`src/inc/pgmux_pkg.sv`:
```
// Constants and carrier types for the port G low pin function selector.
package pgmux_pkg;

   // Register byte offsets.
   localparam logic [3:0] PGMUX_OFS_LOW = 4'h0;
   localparam logic [3:0] PGMUX_OFS_CK = 4'h4;
   localparam logic [3:0] PGMUX_OFS_PIN8 = 4'h8;
   localparam logic [3:0] PGMUX_OFS_PINS = 4'hC;

   // Reset values, reserved-as-one masks and writable masks.
   localparam logic [15:0] PGMUX_LOW_RST = 16'hAA80;
   localparam logic [15:0] PGMUX_LOW_RSV = 16'hAA80;
   localparam logic [15:0] PGMUX_LOW_WR = 16'h557F;
   localparam logic [15:0] PGMUX_CK_RST = 16'hFFFE;
   localparam logic [15:0] PGMUX_CK_RSV = 16'hFFFE;
   localparam logic [15:0] PGMUX_CK_WR = 16'h0001;
   localparam logic PGMUX_PIN8_RST = 1'b0;

   // Field positions.
   localparam int PGMUX_B_PIN7 = 14;
   localparam int PGMUX_B_PIN6 = 12;
   localparam int PGMUX_B_PIN5 = 10;
   localparam int PGMUX_B_PIN4 = 8;
   localparam int PGMUX_B_PIN3 = 6;
   localparam int PGMUX_B_PIN2 = 5;
   localparam int PGMUX_B_PIN1 = 4;
   localparam int PGMUX_B_P0 = 2;
   localparam int PGMUX_B_IO = 0;
   localparam int PGMUX_B_CKLOW = 0;

   // Field encodings.
   localparam logic [1:0] PGMUX_P0_GPIO = 2'h0;
   localparam logic [1:0] PGMUX_P0_ADC_TRIGGER_IN = 2'h1;
   localparam logic [1:0] PGMUX_P0_INTERRUPT_REQUEST_OUT = 2'h2;
   localparam logic [1:0] PGMUX_IO_HIGH = 2'h0;
   localparam logic [1:0] PGMUX_IO_INTERRUPT_CONTROLLER = 2'h1;

   // Bus answers.
   localparam logic [1:0] PGMUX_RESP_OKAY = 2'h0;
   localparam logic [1:0] PGMUX_RESP_SLVERR = 2'h2;

   // Drive from the serial channels toward the pins.
   typedef struct packed {
      logic tx2;
      logic tx1;
      logic tx0;
      logic serial1_clock_io;
      logic serial0_clock_io;
   } pgmux_sero_t;

   // Pin levels handed to the serial channels.
   typedef struct packed {
      logic rx2;
      logic rx1;
      logic rx0;
      logic serial1_clock_io;
      logic serial0_clock_io;
   } pgmux_seri_t;

endpackage : pgmux_pkg

```
`src/core/pgmux_top.sv`:
```
// Port G low pin function selector with clock pin control and AXI4-Lite registers.
// Operation
// - Pin 8 mode bit 0 gives general I/O, 1 gives serial 2 receive.
// - Low select reserved bits 15,13,11,9,7 read one; software writes one.
// - Bit 14 selects pin 7: general I/O or serial 2 transmit.
// - Bit 12 selects pin 6: general I/O or serial 1 receive.
// - Bit 10 selects pin 5: general I/O or serial 1 transmit.
// - Bit 8 selects pin 4: general I/O or serial 1 clock.
// - Bit 6 selects pin 3: general I/O or serial 0 receive.
// - Bit 5 selects pin 2: general I/O or serial 0 transmit.
// - Bit 4 selects pin 1: general I/O or serial 0 clock.
// - Bits 3:2 give pin 0: I/O, A/D trigger, interrupt out, reserved.
// - Bits 1:0: interrupt output held high, or driven low while an interrupt request is present.
// - Clock control resets on power-on and hardware standby, else keeps value.
// - Clock force-low bit 0 drives the internal clock, 1 holds pin low.
// - Clock control bits 15 to 1 read one; software writes one.
// - Select registers reset on power-on and hardware standby, held otherwise.
// - Direction bits apply in general I/O and serial clock modes only.
module pgmux_top
   import pgmux_pkg::*;
#(
   parameter int ADDR_W = 4
) (
   // Clock, reset and freeze
   input wire logic aclk,
   input wire logic aresetn,
   input wire logic ce,
   // AXI4-Lite slave
   input wire logic [ADDR_W-1:0] awaddr,
   input wire logic [2:0] awprot,
   input wire logic awvalid,
   output logic awready,
   input wire logic [31:0] wdata,
   input wire logic [3:0] wstrb,
   input wire logic wvalid,
   output logic wready,
   output logic [1:0] bresp,
   output logic bvalid,
   input wire logic bready,
   input wire logic [ADDR_W-1:0] araddr,
   input wire logic [2:0] arprot,
   input wire logic arvalid,
   output logic arready,
   output logic [31:0] rdata,
   output logic [1:0] rresp,
   output logic rvalid,
   input wire logic rready,
   // Port pins 8 to 0
   input wire logic [8:0] pin_i,
   output logic [8:0] pin_o,
   output logic [8:0] pin_oe,
   // General I/O side
   input wire logic [8:0] gpio_out,
   input wire logic [8:0] port_g_direction,
   output logic [8:0] gpio_in,
   // Peripherals
   input wire pgmux_sero_t ser_drv,
   output pgmux_seri_t ser_rcv,
   output logic adc_trigger_in,
   input wire logic interrupt_controller_request,
   // Clock pin
   input wire logic internal_clock_in,
   output logic clock_pin_out
);

   if (ADDR_W < 4) begin : g_chk
      $error("ADDR_W must be at least 4");
   end

   // Returns {hit, index} for a byte address; only aligned words hit.
   function automatic logic [2:0] fn_decode(input logic [ADDR_W-1:0] a);
      logic [ADDR_W-1:0] top;
      top = a >> 4;
      fn_decode = {(top == '0) && (a[1:0] == 2'h0), a[3:2]};
   endfunction : fn_decode

   // Byte-lane merge of a 16-bit register with a write.
   function automatic logic [15:0] fn_merge(input logic [15:0] old, input logic [31:0] d,
                                            input logic [3:0] s, input logic [15:0] wr);
      logic [15:0] m;
      m = {{8{s[1]}}, {8{s[0]}}} & wr;
      fn_merge = (old & ~m) | (d[15:0] & m);
   endfunction : fn_merge

   // Whether pin k is handed to its peripheral.
   function automatic logic fn_periph(input logic [15:0] lo, input logic p8, input int k);
      case (k)
         8: fn_periph = p8;
         7: fn_periph = lo[PGMUX_B_PIN7];
         6: fn_periph = lo[PGMUX_B_PIN6];
         5: fn_periph = lo[PGMUX_B_PIN5];
         4: fn_periph = lo[PGMUX_B_PIN4];
         3: fn_periph = lo[PGMUX_B_PIN3];
         2: fn_periph = lo[PGMUX_B_PIN2];
         1: fn_periph = lo[PGMUX_B_PIN1];
         default: fn_periph = 1'b0;
      endcase
   endfunction : fn_periph

   typedef enum {PGMUX_WR_IDLE, PGMUX_WR_RESP} pgmux_wst_t;

   pgmux_wst_t wst_r;
   logic aw_full_r;
   logic w_full_r;
   logic [ADDR_W-1:0] aw_addr_r;
   logic [31:0] w_data_r;
   logic [3:0] w_strb_r;
   logic [15:0] low_r;
   logic [15:0] ck_r;
   logic pin8_r;
   logic [8:0] sync1_r;
   logic [8:0] sync2_r;
   logic [8:0] sync3_r;
   logic [8:0] pin_f_r;
   logic [8:0] sel;
   logic [8:0] nxt_o;
   logic [8:0] nxt_oe;
   logic [1:0] p0_mode;
   logic [1:0] io_mode;
   logic [2:0] wdec;
   logic [2:0] rdec;
   logic do_write;

   assign p0_mode = low_r[PGMUX_B_P0 +: 2];
   assign io_mode = low_r[PGMUX_B_IO +: 2];
   assign wdec = fn_decode(aw_addr_r);
   assign rdec = fn_decode(araddr);
   assign do_write = (wst_r == PGMUX_WR_IDLE) && aw_full_r && w_full_r;

   for (genvar k = 0; k < 9; k++) begin : g_sel
      assign sel[k] = fn_periph(low_r, pin8_r, k);
   end

   // Write channel: address and data are caught in either order.
   always_ff @(posedge aclk) begin
      if (!aresetn) begin
         aw_full_r <= 1'b0;
         awready <= 1'b1;
         aw_addr_r <= '0;
      end else if (ce) begin
         if (awvalid && awready) begin
            aw_full_r <= 1'b1;
            awready <= 1'b0;
            aw_addr_r <= awaddr;
         end else if (bvalid && bready) begin
            aw_full_r <= 1'b0;
            awready <= 1'b1;
         end
      end
   end

   always_ff @(posedge aclk) begin
      if (!aresetn) begin
         w_full_r <= 1'b0;
         wready <= 1'b1;
         w_data_r <= 32'h0000_0000;
         w_strb_r <= 4'h0;
      end else if (ce) begin
         if (wvalid && wready) begin
            w_full_r <= 1'b1;
            wready <= 1'b0;
            w_data_r <= wdata;
            w_strb_r <= wstrb;
         end else if (bvalid && bready) begin
            w_full_r <= 1'b0;
            wready <= 1'b1;
         end
      end
   end

   always_ff @(posedge aclk) begin
      if (!aresetn) begin
         wst_r <= PGMUX_WR_IDLE;
         bvalid <= 1'b0;
         bresp <= PGMUX_RESP_OKAY;
      end else if (ce) begin
         case (wst_r)
            PGMUX_WR_IDLE: begin
               if (do_write) begin
                  wst_r <= PGMUX_WR_RESP;
                  bvalid <= 1'b1;
                  bresp <= wdec[2] ? PGMUX_RESP_OKAY : PGMUX_RESP_SLVERR;
               end
            end
            PGMUX_WR_RESP: begin
               if (bready) begin
                  wst_r <= PGMUX_WR_IDLE;
                  bvalid <= 1'b0;
               end
            end
            default: wst_r <= PGMUX_WR_IDLE;
         endcase
      end
   end

   // Only writable bits are stored; reserved bits are forced to one on read.
   always_ff @(posedge aclk) begin
      if (!aresetn) begin
         low_r <= PGMUX_LOW_RST & PGMUX_LOW_WR;
      end else if (ce && do_write && wdec == {1'b1, PGMUX_OFS_LOW[3:2]}) begin
         low_r <= fn_merge(low_r, w_data_r, w_strb_r, PGMUX_LOW_WR);
      end
   end

   always_ff @(posedge aclk) begin
      if (!aresetn) begin
         ck_r <= PGMUX_CK_RST & PGMUX_CK_WR;
      end else if (ce && do_write && wdec == {1'b1, PGMUX_OFS_CK[3:2]}) begin
         ck_r <= fn_merge(ck_r, w_data_r, w_strb_r, PGMUX_CK_WR);
      end
   end

   always_ff @(posedge aclk) begin
      if (!aresetn) begin
         pin8_r <= PGMUX_PIN8_RST;
      end else if (ce && do_write && wdec == {1'b1, PGMUX_OFS_PIN8[3:2]} && w_strb_r[0]) begin
         pin8_r <= w_data_r[0];
      end
   end

   // Read channel answers one cycle after the address is taken.
   always_ff @(posedge aclk) begin
      if (!aresetn) begin
         arready <= 1'b1;
         rvalid <= 1'b0;
         rdata <= 32'h0000_0000;
         rresp <= PGMUX_RESP_OKAY;
      end else if (ce) begin
         if (arvalid && arready) begin
            arready <= 1'b0;
            rvalid <= 1'b1;
            rresp <= rdec[2] ? PGMUX_RESP_OKAY : PGMUX_RESP_SLVERR;
            case (rdec[1:0])
               PGMUX_OFS_LOW[3:2]: rdata <= {16'h0000, low_r | PGMUX_LOW_RSV};
               PGMUX_OFS_CK[3:2]: rdata <= {16'h0000, ck_r | PGMUX_CK_RSV};
               PGMUX_OFS_PIN8[3:2]: rdata <= {31'h0000_0000, pin8_r};
               default: rdata <= {23'h00_0000, pin_f_r};
            endcase
            if (!rdec[2]) begin
               rdata <= 32'h0000_0000;
            end
         end else if (rvalid && rready) begin
            arready <= 1'b1;
            rvalid <= 1'b0;
         end
      end
   end

   // Pins come from outside; a level counts once the last two stages agree.
   always_ff @(posedge aclk) begin
      if (!aresetn) begin
         sync1_r <= 9'h1FF;
         sync2_r <= 9'h1FF;
         sync3_r <= 9'h1FF;
         pin_f_r <= 9'h1FF;
      end else if (ce) begin
         sync1_r <= pin_i;
         sync2_r <= sync1_r;
         sync3_r <= sync2_r;
         pin_f_r <= (pin_f_r & (sync2_r ^ sync3_r)) | (sync3_r & ~(sync2_r ^ sync3_r));
      end
   end

   // Pin drive selection; direction bits rule only general I/O and serial clocks.
   always_comb begin
      nxt_o = gpio_out;
      nxt_oe = port_g_direction;
      if (sel[8]) begin
         nxt_oe[8] = 1'b0;
      end
      if (sel[7]) begin
         nxt_o[7] = ser_drv.tx2;
         nxt_oe[7] = 1'b1;
      end
      if (sel[6]) begin
         nxt_oe[6] = 1'b0;
      end
      if (sel[5]) begin
         nxt_o[5] = ser_drv.tx1;
         nxt_oe[5] = 1'b1;
      end
      if (sel[4]) begin
         nxt_o[4] = ser_drv.serial1_clock_io;
      end
      if (sel[3]) begin
         nxt_oe[3] = 1'b0;
      end
      if (sel[2]) begin
         nxt_o[2] = ser_drv.tx0;
         nxt_oe[2] = 1'b1;
      end
      if (sel[1]) begin
         nxt_o[1] = ser_drv.serial0_clock_io;
      end
      case (p0_mode)
         PGMUX_P0_ADC_TRIGGER_IN: nxt_oe[0] = 1'b0;
         PGMUX_P0_INTERRUPT_REQUEST_OUT: begin
            nxt_oe[0] = 1'b1;
            nxt_o[0] = (io_mode == PGMUX_IO_INTERRUPT_CONTROLLER) ? ~interrupt_controller_request : 1'b1;
         end
         default: ;
      endcase
   end

   // Outputs are registered so the pins never glitch on a mode change.
   always_ff @(posedge aclk) begin
      if (!aresetn) begin
         pin_o <= 9'h000;
         pin_oe <= 9'h000;
         gpio_in <= 9'h1FF;
         ser_rcv <= '1;
         adc_trigger_in <= 1'b1;
      end else if (ce) begin
         pin_o <= nxt_o;
         pin_oe <= nxt_oe;
         gpio_in <= pin_f_r;
         ser_rcv.rx2 <= sel[8] ? pin_f_r[8] : 1'b1;
         ser_rcv.rx1 <= sel[6] ? pin_f_r[6] : 1'b1;
         ser_rcv.rx0 <= sel[3] ? pin_f_r[3] : 1'b1;
         ser_rcv.serial1_clock_io <= sel[4] ? pin_f_r[4] : 1'b1;
         ser_rcv.serial0_clock_io <= sel[1] ? pin_f_r[1] : 1'b1;
         adc_trigger_in <= (p0_mode == PGMUX_P0_ADC_TRIGGER_IN) ? pin_f_r[0] : 1'b1;
      end
   end

   // The clock pin is a registered copy, so it lags the internal clock by one cycle.
   always_ff @(posedge aclk) begin
      if (!aresetn) begin
         clock_pin_out <= 1'b0;
      end else if (ce) begin
         clock_pin_out <= ck_r[PGMUX_B_CKLOW] ? 1'b0 : internal_clock_in;
      end
   end
endmodule : pgmux_top

```
`config.mk`:
```
export PLATFORM = sky130hd
export DESIGN_NAME = pgmux_top
export DESIGN_NICKNAME = d
export VERILOG_FILES = /design/src/inc/pgmux_pkg.sv /design/src/core/pgmux_top.sv
export SDC_FILE = /design/constraint.sdc
export NUM_CORES = 1
export LEC_CHECK = 0
export BUFFER_PORTS_ARGS = -buffer_cell sky130_fd_sc_hd__buf_2
export CAP_MARGIN = 20
export CORE_UTILIZATION = 54
export CTS_CLUSTER_DIAMETER = 60
export DETAILED_ROUTE_END_ITERATION = 10
export PLACE_DENSITY = 0.88
export SLEW_MARGIN = 20
export SYNTH_ARGS = -nofsm -noshare
export SYNTH_HDL_FRONTEND = slang
export SYNTH_SLANG_ARGS = --single-unit
export TNS_END_PERCENT = 20
```
`constraint.sdc`:
```
create_clock -name aclk -period 4.15 [get_ports aclk]
set_input_delay 0.83 -clock aclk [delete_from_list [all_inputs] [get_ports aclk]]
set_output_delay 0.83 -clock aclk [all_outputs]
set_load 0.01 [all_outputs]
```
# Word-level counts from Yosys, hierarchy flattened
# Cells that the tools add are included.
word_totals:
  reg_bits: 200
  romBits: 0
  mem_bits_rw: 0
  inputBits: 92
  latchBits: 0
  mem_count: 0
classes:
  n_shift: 0
  bitwise_logic: 14
  magnitude_cmp: 0
  reduce_logical: 30
  add_sub_neg: 0
  mul: 0
  muxes: 41
  div: 0
  eq_ne: 11
ops:
  columns: ["cell", "count"]
  rows:
  - ["$mux 32", 3]
  - ["$logic_not 32->1", 2]
  - ["$pmux 32 s2", 1]
  - ["$pmux 16 s3", 1]
  - ["$and 16x16->16", 2]
  - ["$eq 32x1->1 const B", 1]
  - ["$mux 1", 32]
  - ["$or 16x16->16", 2]
  - ["$and 9x9->9", 2]
  - ["$and 16x1->16", 1]
  - ["$and 16x15->16", 1]
  - ["$not 1->16", 1]
  - ["$not 15->16", 1]
  - ["$logic_and 1x1->1", 12]
  - ["$reduce_and 2->1", 6]
  - ["$eq 3x3->1 const B", 3]
  - ["$not 9->9", 1]
  - ["$or 9x9->9", 1]
  - ["$xor 9x9->9", 1]
  - ["$reduce_bool 2->1", 4]
  - ["$eq 2x1->1 const B", 3]
  - ["$logic_not 2->1", 3]
  - ["$reduce_and 3->1", 2]
  - ["$eq 2x2->1 const B", 2]
  - ["5 further kinds", 8]

# Longest topological paths before layout
# Gate-level depths: netlist (run 1).
depth:
  word_depth: 6
  mapped_depth: 6

# Worst setup path after synthesis (run 1)
# Ideal clock, no wire load.
synth_path:
  kind: "input port to flip-flop"
  startpoint: "input araddr[3]"
  endpoint: "register rdata[0]"
  t_required_ns: 4.035
  setup_slack_ns: 2.244
  setup_ns: 0.115
  arrival_ns: 1.790
  stages: 3
  n_path_buf: 1
  cell_sequence: "clkbuf_1 -> mux4_2 -> a31o_1"
synth_via:
  elab_chain_len: 3
  word_cells_on_any_way: 5
  cone_classes: "eq/ne: 2; mux: 2; reduce/logical: 1"
synth_lines:
  columns: ["item", "line_no", "text"]
  rows:
  - ["start, declared", "pgmux_top.sv:40", "input wire logic [ADDR_W-1:0] araddr,"]
  - ["$eq 2x2->1 (tied with other cells)", "pgmux_top.sv:233", "case (rdec[1:0])"]
  - ["$pmux 16 s3 (*)", "pgmux_top.sv:233", null]
  - ["$mux 32 (*)", "pgmux_top.sv:239", "if (!rdec[2]) begin"]
  - ["end signal, assigned", "pgmux_top.sv:234", "PGMUX_OFS_LOW[3:2]: rdata <= {16'h0000, low_r | PGMUX_LOW_RSV};"]
  - ["end signal, assigned", "pgmux_top.sv:235", "PGMUX_OFS_CK[3:2]: rdata <= {16'h0000, ck_r | PGMUX_CK_RSV};"]
  - ["end signal, assigned", "pgmux_top.sv:236", "PGMUX_OFS_PIN8[3:2]: rdata <= {31'h0000_0000, pin8_r};"]
  - ["end, declared", "pgmux_top.sv:44", "output logic [31:0] rdata,"]
# Every way passes the cells marked *; elsewhere a longest branch is shown, timed or not.
# A chain may end at the register's enable or synchronous reset.

==> flow_metrics.py, run 1 <==
metrics = {
    "run_status": {
        "run_status": "completed",
    },
    "setup_path": {
        "required_ns": 4.51,
        "critical-path-slowest-cell": "sky130_fd_sc_hd__buf_4",
        "startpoint": "ce",
        "crit_fanout": 44,
        "endpoint_kind": "register",
        "worst_path_largest_cell_delay_ns": 0.55,
        "worstReg2RegStart": "aw_addr_r[0]",
        "worst_setup_path_start_kind": "primary input",
        "path_common_cell": "sky130_fd_sc_hd__buf_4",
        "worstPathCellList": "buf_4 > buf_4 > buf_4 > nand2b_1 > a21oi_1 > o21ai_0",
        "crit_type": "in -> reg",
        "crit_arrival_ns": 2.59,
    },
    "clocking": {
        "cts_htree_levels": 4,
        "numCtsBuffers": 17,
        "clk_latency_ns": 0.51,
        "cts_max_path_bufs": 2,
        "post-cts-setup-buffers": 0,
        "tritoncts_num_sinks": 122,
        "cts.hold.buffers_added": 0,
        "postCtsResizedCells": 0,
        "worst_setup_hold_path_clk_slew_ns": 0.05,
        "root_buffer": "sky130_fd_sc_hd__clkbuf_8",
        "tritoncts": "built",
    },
    "drt": {
        "route.final.wire_length_um": 11700,
        "first_pass_iters": 5,
        "dr.first_iter.drc_count": 243,
        "avgRoutedWirePerCell_um": 15.4,
        "routed-via-count": 4173,
        "route.detailed.drc": 0,
        "route.antenna.remaining_nets": 0,
        "routed_via_density": 5.50,
    },
    "yosys": {
        "number_of_flops_mapped_to_enable_cells_by_yosys": 0,
        "post_synth_main_area_contributors": "sky130_fd_sc_hd__dfxtp_1, sky130_fd_sc_hd__mux2i_1, sky130_fd_sc_hd__nand2_1",
        "synth_top_area_share_pct": 48.4,
        "synth.top_cells.by_count": "sky130_fd_sc_hd__dfxtp_1, sky130_fd_sc_hd__nand2_1, sky130_fd_sc_hd__mux2i_1",
        "synthMostInstantiatedCell": "sky130_fd_sc_hd__dfxtp_1",
        "synth-seq-cells": 122,
        "synth-main-ff-cell": "sky130_fd_sc_hd__dfxtp_1",
        "mappedNetlistArea_um2": 5040,
        "synthDominantAreaCellType": "sky130_fd_sc_hd__dfxtp_1",
        "synthArstFlopShare_pct": 0,
        "ys_warn_count": 0,
        "ys_types": 42,
        "sequential_to_total_area_share_from_yosys_stat_pct": 48.4,
        "post_synth_inst_count": 538,
        "mean_cell_area_of_the_mapped_netlist_um2": 9.38,
    },
    "floorplan": {
        "die_area_um2": 9730,
        "std_cell_rows": 34,
        "die_height_um": 98.7,
        "top_level_ports": 167,
        "core-area_um2": 8890,
        "floorplan.initialDensity_pct": 56.7,
        "die_width_um": 98.7,
    },
    "cells_and_area": {
        "final_design_area_no_fill_um2": 6180,
        "drive_gt1_share_pct": 24.1,
        "final.fill_count": 662,
        "finalNetCount": 732,
        "area_grow_syn2layout_pct": 22.4,
        "antenna-diode-count": 0,
    },
    "grt": {
        "antenna_found_initial": 0,
        "grt_use_total_pct": 24.9,
        "grt_first_pass_wirelength_um": 19000,
        "pin_count_of_the_biggest_net_entering_global_routing": 97,
        "grt_ovf": 0,
        "number_of_global_route_vias_before_repair": 3997,
    },
    "timing": {
        "clock.fmax_mhz": 448,
        "period_share_pct": 53.8,
        "setup_violations": 0,
        "final.setup.tns_ns": 0,
        "rsz0062_at_grt": "false",
        "min_period_ns": 2.23,
        "relSlewSlack_pct": 43.8,
        "number_of_pins_with_negative_max_slew_slack_in_the_final_report": 0,
        "final.setup_skew_ns": 0.00690,
        "final_hold_viol_count": 0,
        "tightestPinTransition_ns": 0.843,
    },
    "min_path": {
        "worst_hold_path_class": "reg -> reg",
        "hold_path_startpoint": "w_data_r[0]",
    },
    "pwr": {
        "totalPowerFinal_mw": 2.94,
        "p_per_area_nw_per_um2": 476,
        "static-leakage-power_nw": 2.69,
        "peakVddDrop_uv": 399,
    },
    "place": {
        "globalplace.congestion": 0.754,
        "detailed_place_hpwl_um": 7640,
        "dpl_cell_area_um2": 5550,
        "io_buffers": 119,
    },
    "job": {
        "maxCapViolCount": 0,
    },
}
[worst paths after layout]
check | end | slack [ns] | depth (start not counted)
worst max-delay path | register | 1.92 | 6
worst min register to register | w_data_r[0] | 0.46 | 2
worst max register to register | register | 2.37 | 3
worst min-delay path | w_data_r[0] | 0.46 | 2
[layout by cell type (no fill, tap or decap), types with 8 or more instances in the layout]
cell                          n
sky130_fd_sc_hd__clkbuf_16   16
sky130_fd_sc_hd__o21ai_0     21
sky130_fd_sc_hd__a21oi_1     23
sky130_fd_sc_hd__mux2i_1     63
sky130_fd_sc_hd__conb_1      18
sky130_fd_sc_hd__a21boi_0     8
sky130_fd_sc_hd__dfxtp_1    122
sky130_fd_sc_hd__buf_2      117
sky130_fd_sc_hd__nor2b_1     11
sky130_fd_sc_hd__nand2_1    118
sky130_fd_sc_hd__a21boi_1    14
sky130_fd_sc_hd__nand2b_1    15
[per-stage QoR]
stage	worst slack, ns	cells	util [%]	hold slack (ns)
after floorplan	2.24	555	-	0.435
after global placement	1.48	727	62.5	0.441
after detailed placement	1.42	727	62.5	0.445
after CTS	1.92	759	69.4	0.461
after global routing	1.77	759	69.5	0.482
final	1.92	759	69.5	0.459
[metal layers]
layer / share of wire [%] / vias to the layer above / wire, um / track usage, %
met3: 5.7 / 19 / 667 / 5.67
met5: 0 / - / 0 / 0
li1: - / 2007 / - / -
met1: 42 / 1964 / 4940 / 30.2
met4: 2.3 / 0 / 268 / 12.3
met2: 50 / 183 / 5790 / 41.8
[power breakdown]
part	internal [mW]	switching [mW]	leakage, nW	total (mW)
Clock	1.01	0.494	0.301	1.50
Sequential	1.21	0.0242	0.995	1.23
Combinational	0.0857	0.115	1.39	0.201
[layout make-up]
cell class	count	area (um^2)	area share, %
clock buffer	26	508	8.22
clock inverter	6	108	1.74
inverter	2	7.51	0.122
multi-input combinational	372	2350	38.0
sequential	122	2440	39.5
tap	108	135	2.19
timing repair buffer	123	631	10.2
[cells by family (layout without fill, tap and decap cells)]
family          Yosys count  count (layout)  share of synthesized area, %
simple gates            181             181                          17.4
fa+ha+maj                 2               2                         0.496
buf+inv                  61             157                          6.52
other cells               1              18                        0.0743
flops                   122             122                          48.4
compound gates          107             107                          14.1
mux                      64              64                          12.9
[critical path, delay by kind of cell]
family	cells	cell delay (ns)
buffers and inverters	3	1.36
AO/OA/AOI/OAI	2	0.25
AND/OR/NAND/NOR	1	0.11
No activity file was read; power rests on OpenSTA's default activity.
==> inputs of run 2 (changes only) <==
- ABC_AREA: default -> 1
- CORE_UTILIZATION: 54 -> 50
- PLACE_DENSITY: 0.88 -> 0.82
- clock period: 4.15 -> 2.2 ns (I/O delays scaled with it)
==> run 2 against run 1 <==
  * Cell count grew 19%
  * Largest power group unchanged
  * Power is 96% higher
  * Largest cell class unchanged
  * Critical path type is now reg -> out
  * Sequential share of layout area is 0.27 points higher
==> flow_metrics.py, run 2 <==
metrics = {
    "timing": {
        "final_hold_viol_count": 0,
        "setup_violations": 0,
        "final.setup.tns_ns": 0,
        "clock.fmax_mhz": 665,
        "period_share_pct": 68.4,
        "final.setup_skew_ns": 0.00518,
        "tightestPinTransition_ns": 0.638,
        "number_of_pins_with_negative_max_slew_slack_in_the_final_report": 0,
        "relSlewSlack_pct": 57.4,
        "rsz0062_at_grt": "false",
        "whs_ns": 0.141,
        "min_period_ns": 1.50,
    },
    "grt": {
        "grt_ovf": 0,
        "antenna_found_initial": 0,
        "grt_use_total_pct": 23.4,
        "grt_first_pass_wirelength_um": 18600,
        "number_of_global_route_vias_before_repair": 4060,
        "pin_count_of_the_biggest_net_entering_global_routing": 84,
    },
    "place": {
        "place_inst": 868,
        "dpl_cell_area_um2": 5510,
        "detailed_place_hpwl_um": 7910,
        "io_buffers": 119,
        "globalplace.congestion": 0.869,
    },
    "floorplan": {
        "die_height_um": 102,
        "die_width_um": 102,
        "top_level_ports": 167,
        "core-area_um2": 9680,
        "std_cell_rows": 36,
        "die_area_um2": 10300,
        "floorplan.initialDensity_pct": 51.3,
    },
    "setup_path": {
        "crit_arrival_ns": 1.06,
        "cp_buf_inv_count": 1,
        "endpoint_kind": "output pin",
        "crit_type": "reg -> out",
        "worst_path_largest_cell_delay_ns": 0.39,
        "worst_r2r_path_depth": 7,
        "worstPathCellList": "buf_2",
        "required_ns": 1.76,
        "family_with_the_most_delay_on_the_worst_path": "flip-flops",
        "cp_num_cells": 1,
        "crit_fanout": 3,
        "critical-path-slowest-cell": "sky130_fd_sc_hd__dfxtp_1",
        "worst_setup_path_start_kind": "register",
    },
    "drt": {
        "route.detailed.drc": 0,
        "dr.first_iter.drc_count": 215,
        "avgRoutedWirePerCell_um": 12.9,
        "routed-via-count": 4560,
        "routed_via_density": 5.07,
        "first_pass_iters": 5,
        "route.final.wire_length_um": 11600,
        "route.antenna.remaining_nets": 0,
    },
    "yosys": {
        "synthMostInstantiatedCell": "sky130_fd_sc_hd__nand2_1",
        "ys_types": 28,
        "post_synth_inst_count": 649,
        "synth-compound-area-share_pct": 13.9,
        "mappedNetlistArea_um2": 4970,
        "synth-main-ff-cell": "sky130_fd_sc_hd__dfxtp_1",
        "synth-seq-cells": 122,
        "post_synth_main_area_contributors": "sky130_fd_sc_hd__dfxtp_1, sky130_fd_sc_hd__nand2_1, sky130_fd_sc_hd__o21ai_0",
        "synthXorXnorAreaFrac_pct": 0,
        "sequential_to_total_area_share_from_yosys_stat_pct": 49.2,
        "synth.top_cells.by_count": "sky130_fd_sc_hd__nand2_1, sky130_fd_sc_hd__dfxtp_1, sky130_fd_sc_hd__o21ai_0",
        "synth-simple-area-share_pct": 24.9,
        "number_of_flops_mapped_to_enable_cells_by_yosys": 0,
        "synthArstFlopShare_pct": 0,
        "synth_top_family_by_area": "simple AND/OR/NAND/NOR gates",
        "synthDominantAreaCellType": "sky130_fd_sc_hd__dfxtp_1",
        "mean_cell_area_of_the_mapped_netlist_um2": 7.66,
        "synth_fa_ha_area_share_pct": 0.504,
        "yosys-mux-area-fraction_pct": 0,
        "synth_top_area_share_pct": 49.2,
        "ys_warn_count": 0,
    },
    "cells_and_area": {
        "antenna-diode-count": 0,
        "final_design_area_no_fill_um2": 6130,
        "mostFrequentLayoutCell": "sky130_fd_sc_hd__nand2_1",
        "drive_gt1_share_pct": 22.6,
        "register_area_um2": 2440,
        "final.fill_count": 810,
        "area_grow_syn2layout_pct": 23.5,
        "finalNetCount": 848,
        "finish.cell_count_without_fillers": 900,
        "multi_input_logic_area_um2": 2020,
        "layout.cells.most_common_list": "sky130_fd_sc_hd__nand2_1, sky130_fd_sc_hd__dfxtp_1, sky130_fd_sc_hd__buf_2, sky130_fd_sc_hd__o21ai_0, sky130_fd_sc_hd__inv_1",
    },
    "pwr": {
        "static-leakage-power_nw": 2.89,
        "p_per_area_nw_per_um2": 937,
        "peakVddDrop_uv": 432,
        "share_seq_of_total_power_pct": 41.6,
        "power.switching_fraction_pct": 23.0,
        "clock_power_share_pct": 50.2,
        "combinational_power_share_pct": 8.2,
        "power_report.internal_total_mw": 4.42,
        "power.net_switching_mw": 1.32,
    },
    "clocking": {
        "tritoncts_num_sinks": 122,
        "postCtsResizedCells": 0,
        "worst_setup_hold_path_clk_slew_ns": 0.06,
        "cts_htree_levels": 4,
        "numCtsBuffers": 17,
        "cts.hold.buffers_added": 0,
        "cts_max_path_bufs": 2,
        "tritoncts": "built",
        "clk_latency_ns": 0.51,
        "root_buffer": "sky130_fd_sc_hd__clkbuf_8",
        "post-cts-setup-buffers": 0,
    },
    "job": {
        "maxCapViolCount": 0,
    },
    "min_path": {
        "min_path_cells": 3,
        "worst_hold_path_class": "in -> reg",
    },
    "run_status": {
        "run_status": "completed",
    },
}
==> run 2: cell types whose count changed after synthesis, moves of 15 or more <==
cell	change
sky130_fd_sc_hd__nand3_1	+37
sky130_fd_sc_hd__inv_1	+54
sky130_fd_sc_hd__nand2_1	+43
sky130_fd_sc_hd__o21ai_0	+40
sky130_fd_sc_hd__a21oi_1	+19
sky130_fd_sc_hd__nor2_1	+45
sky130_fd_sc_hd__clkbuf_1	-16
sky130_fd_sc_hd__o211ai_1	+19
sky130_fd_sc_hd__nand2b_1	-15
sky130_fd_sc_hd__mux2i_1	-63
==> run 2: power by group through the flow <==
stage               logic (mW)  registers, mW  clock network, mW
floorplan                0.317           2.44                  0
global placement         0.451           2.43                  0
detailed placement       0.466           2.43                  0
CTS                      0.473           2.39               2.90
global route             0.534           2.40               3.02
finish                   0.471           2.39               2.89
==> run 2: kinds of logic (layout without fill, tap and decap cells) <==
| group | after synthesis | in the layout |
|---|---|---|
| compound gates | 126 | 126 |
| fa+ha+maj | 2 | 2 |
| buf+inv | 116 | 217 |
| flops | 122 | 122 |
| other cells | 1 | 18 |
| simple gates | 282 | 282 |
==> run 2: routing by layer <==
layer / wire length [um] / vias up / GRT usage, %
met1: 5060 / 2060 / 29.2
li1: - / 2281 / -
met2: 5430 / 178 / 36.8
met5: 0 / - / 0
met3: 633 / 41 / 5.73
met4: 464 / 0 / 14.0
==> run 2: layout make-up <==
type	count	area share, %
clock inverter	11	2.73
clock buffer	21	7.49
timing repair buffer	125	10.6
sequential	122	39.8
tap	133	2.71
inverter	60	3.69
multi-input combinational	428	32.9
==> run 2: metrics by stage <==
step           utilization (%)  power [mW]  setup slack [ns]
5_1_grt                   63.3        5.96             0.647
3_5_place_dp              56.9        2.90             0.306
3_3_place_gp              56.9        2.88             0.433
6_report                  63.3        5.75             0.696
4_1_cts                   63.3        5.77             0.674
2_1_floorplan                -        2.76              1.02
==> run 2: final timing paths <==
path	start	end	slack, ns
max reg2reg	aw_addr_r[0]	register	0.80
max	arready	arready	0.70
min reg2reg	gpio_in[7]	gpio_in[7]	0.46
min	pin_i[3]	sync1_r[3]	0.14
==> run 2: worst min-delay path, cell delays in order <==
cell                      delay (ns)
sky130_fd_sc_hd__buf_2          0.08
sky130_fd_sc_hd__nand2_1        0.04
sky130_fd_sc_hd__nand3_1        0.06
==> inputs of run 3 (changes only) <==
- clock period: 2.2 -> 1.41 ns (I/O delays scaled with it)
==> run 3 against run 2 <==
  * The run now ends with DRC left
  * Wire length increased by 5.9%
  * Global-route usage rose by 1.2 points
  * Non-clock buffer count rose by 27
  * Power is 50% higher
  * Cell count rose by 2.9%
  * Design area is 3.5% higher
  * Largest power group unchanged
  * Sequential share of layout area is 1.3 points lower
==> flow_metrics.py, run 3 (synthesized netlist as in run 2, its figures left out) <==
metrics = {
    "setup_path": {
        "critical-path-slowest-cell": "sky130_fd_sc_hd__dfxtp_1",
        "crit_fanout": 3,
        "crit_arrival_ns": 1.06,
        "crit_type": "reg -> out",
        "cp_buf_inv_count": 1,
        "endpoint_kind": "output pin",
        "required_ns": 1.13,
        "worst_setup_path_start_kind": "register",
        "family_with_the_most_delay_on_the_worst_path": "flip-flops",
        "worst_path_largest_cell_delay_ns": 0.39,
        "worstPathCellList": "buf_2",
    },
    "clocking": {
        "worst_setup_hold_path_clk_slew_ns": 0.06,
        "cts_htree_levels": 4,
        "cts_max_path_bufs": 2,
        "tritoncts": "built",
        "tritoncts_num_sinks": 122,
        "post-cts-setup-buffers": 0,
        "clk_latency_ns": 0.52,
        "numCtsBuffers": 17,
        "root_buffer": "sky130_fd_sc_hd__clkbuf_8",
    },
    "place": {
        "detailed_place_hpwl_um": 8260,
        "dpl_ws_ns": -0.0426,
        "place_inst": 878,
        "io_buffers": 119,
        "globalplace.congestion": 0.862,
    },
    "floorplan": {
        "die_area_um2": 10300,
        "std_cell_rows": 36,
        "die_height_um": 102,
        "top_level_ports": 167,
        "core-area_um2": 9680,
        "floorplan.initialDensity_pct": 51.3,
        "die_width_um": 102,
    },
    "timing": {
        "final.setup_skew_ns": 0.00492,
        "period_share_pct": 95.4,
        "setup_violations": 0,
        "final_hold_viol_count": 0,
        "rsz0062_at_grt": "false",
        "min_period_ns": 1.35,
        "number_of_pins_with_negative_max_slew_slack_in_the_final_report": 0,
        "clock.fmax_mhz": 743,
        "setup_slack_ns": 0.0647,
    },
    "pwr": {
        "peakVddDrop_uv": 614,
        "p_per_area_nw_per_um2": 1350,
        "totalPowerFinal_mw": 8.59,
        "static-leakage-power_nw": 2.98,
    },
    "drt": {
        "routed-via-count": 4673,
        "route.detailed.drc": 1,
        "routed_via_density": 5.05,
        "avgRoutedWirePerCell_um": 13.3,
        "dr.first_iter.drc_count": 239,
        "first_pass_iters": 8,
        "route.antenna.remaining_nets": 0,
        "route.final.wire_length_um": 12300,
    },
    "cells_and_area": {
        "area_grow_syn2layout_pct": 27.8,
        "final.fill_count": 819,
        "drive_gt1_share_pct": 23.0,
        "antenna-diode-count": 0,
        "layout.cells.most_common_list": "sky130_fd_sc_hd__nand2_1, sky130_fd_sc_hd__dfxtp_1, sky130_fd_sc_hd__buf_2, sky130_fd_sc_hd__o21ai_0, sky130_fd_sc_hd__inv_1",
        "finish.cell_count_without_fillers": 926,
        "fin_util_pct": 65.6,
        "mostFrequentLayoutCell": "sky130_fd_sc_hd__nand2_1",
        "finalNetCount": 875,
    },
    "run_status": {
        "run_status": "complete, but fails checks",
        "violations": "DRC",
    },
    "grt": {
        "pin_count_of_the_biggest_net_entering_global_routing": 44,
        "grt_ovf": 0,
        "number_of_global_route_vias_before_repair": 4259,
        "grt_first_pass_wirelength_um": 19400,
        "antenna_found_initial": 0,
        "grt_use_total_pct": 24.6,
    },
    "min_path": {
        "worst_hold_path_class": "in -> reg",
    },
    "job": {
        "maxCapViolCount": 0,
    },
}
[run 3: cell count changes in the layout (fill, tap and decap cells not counted), sizes merged]
cell	before	now
bufinv	4	2
dlygate4sd3	0	17
buf	125	135
clkinvlp	2	5
clkbuf	21	19
[run 3: timing repair]
| item | 4_1_cts | 5_1_grt |
|---|---|---|
| gates resized for setup | 0 | 0 |
| hold endpoints to repair | 17 | 0 |
| hold buffers | 17 | 0 |
[run 3: worst paths after layout]
kind,from,endpoint,slack [ns],cells after the start
max,arready,arready,0.06,1
min,port_g_direction[8],pin_oe[8],0.03,3
max reg2reg,bvalid,register,0.13,7
min reg2reg,gpio_in[7],gpio_in[7],0.45,2
[run 3: metal layers]
layer,routed length (um),track usage [%],share of wire (%),vias to the layer above
met1,5190,28.3,42,2143
met5,0,0,0,-
met4,237,10.4,1.9,0
li1,-,-,-,2336
met2,6140,42.5,50,172
met3,701,7.38,5.7,22
[run 3: where the power goes]
group          internal, mW  switching (mW)  leakage (nW)
clock                  2.53            1.51         0.261
combinational         0.336           0.494          1.72
sequential             3.62          0.0963          1.00
total                  6.49            2.10          2.98
[run 3: per-stage QoR]
stage                     TNS, ns  area, um^2  hold WS [ns]
after floorplan                 0        5030         0.407
after global placement          0        5620         0.436
after detailed placement  -0.0985        5620         0.443
after CTS                       0        6350       0.00829
after global routing            0        6350        0.0261
final                           0        6350        0.0264
[run 3: final cells by class]
class                   count  area [um^2]  share of cell area [%]
well taps                 133          166                    2.62
clock buffers              19          432                    6.80
clock inverters            12          126                    1.99
flip-flops and latches    122         2440                    38.5
repair buffers            152          936                    14.7
inverters                  60          226                    3.57
multi-input cells         428         2020                    31.8
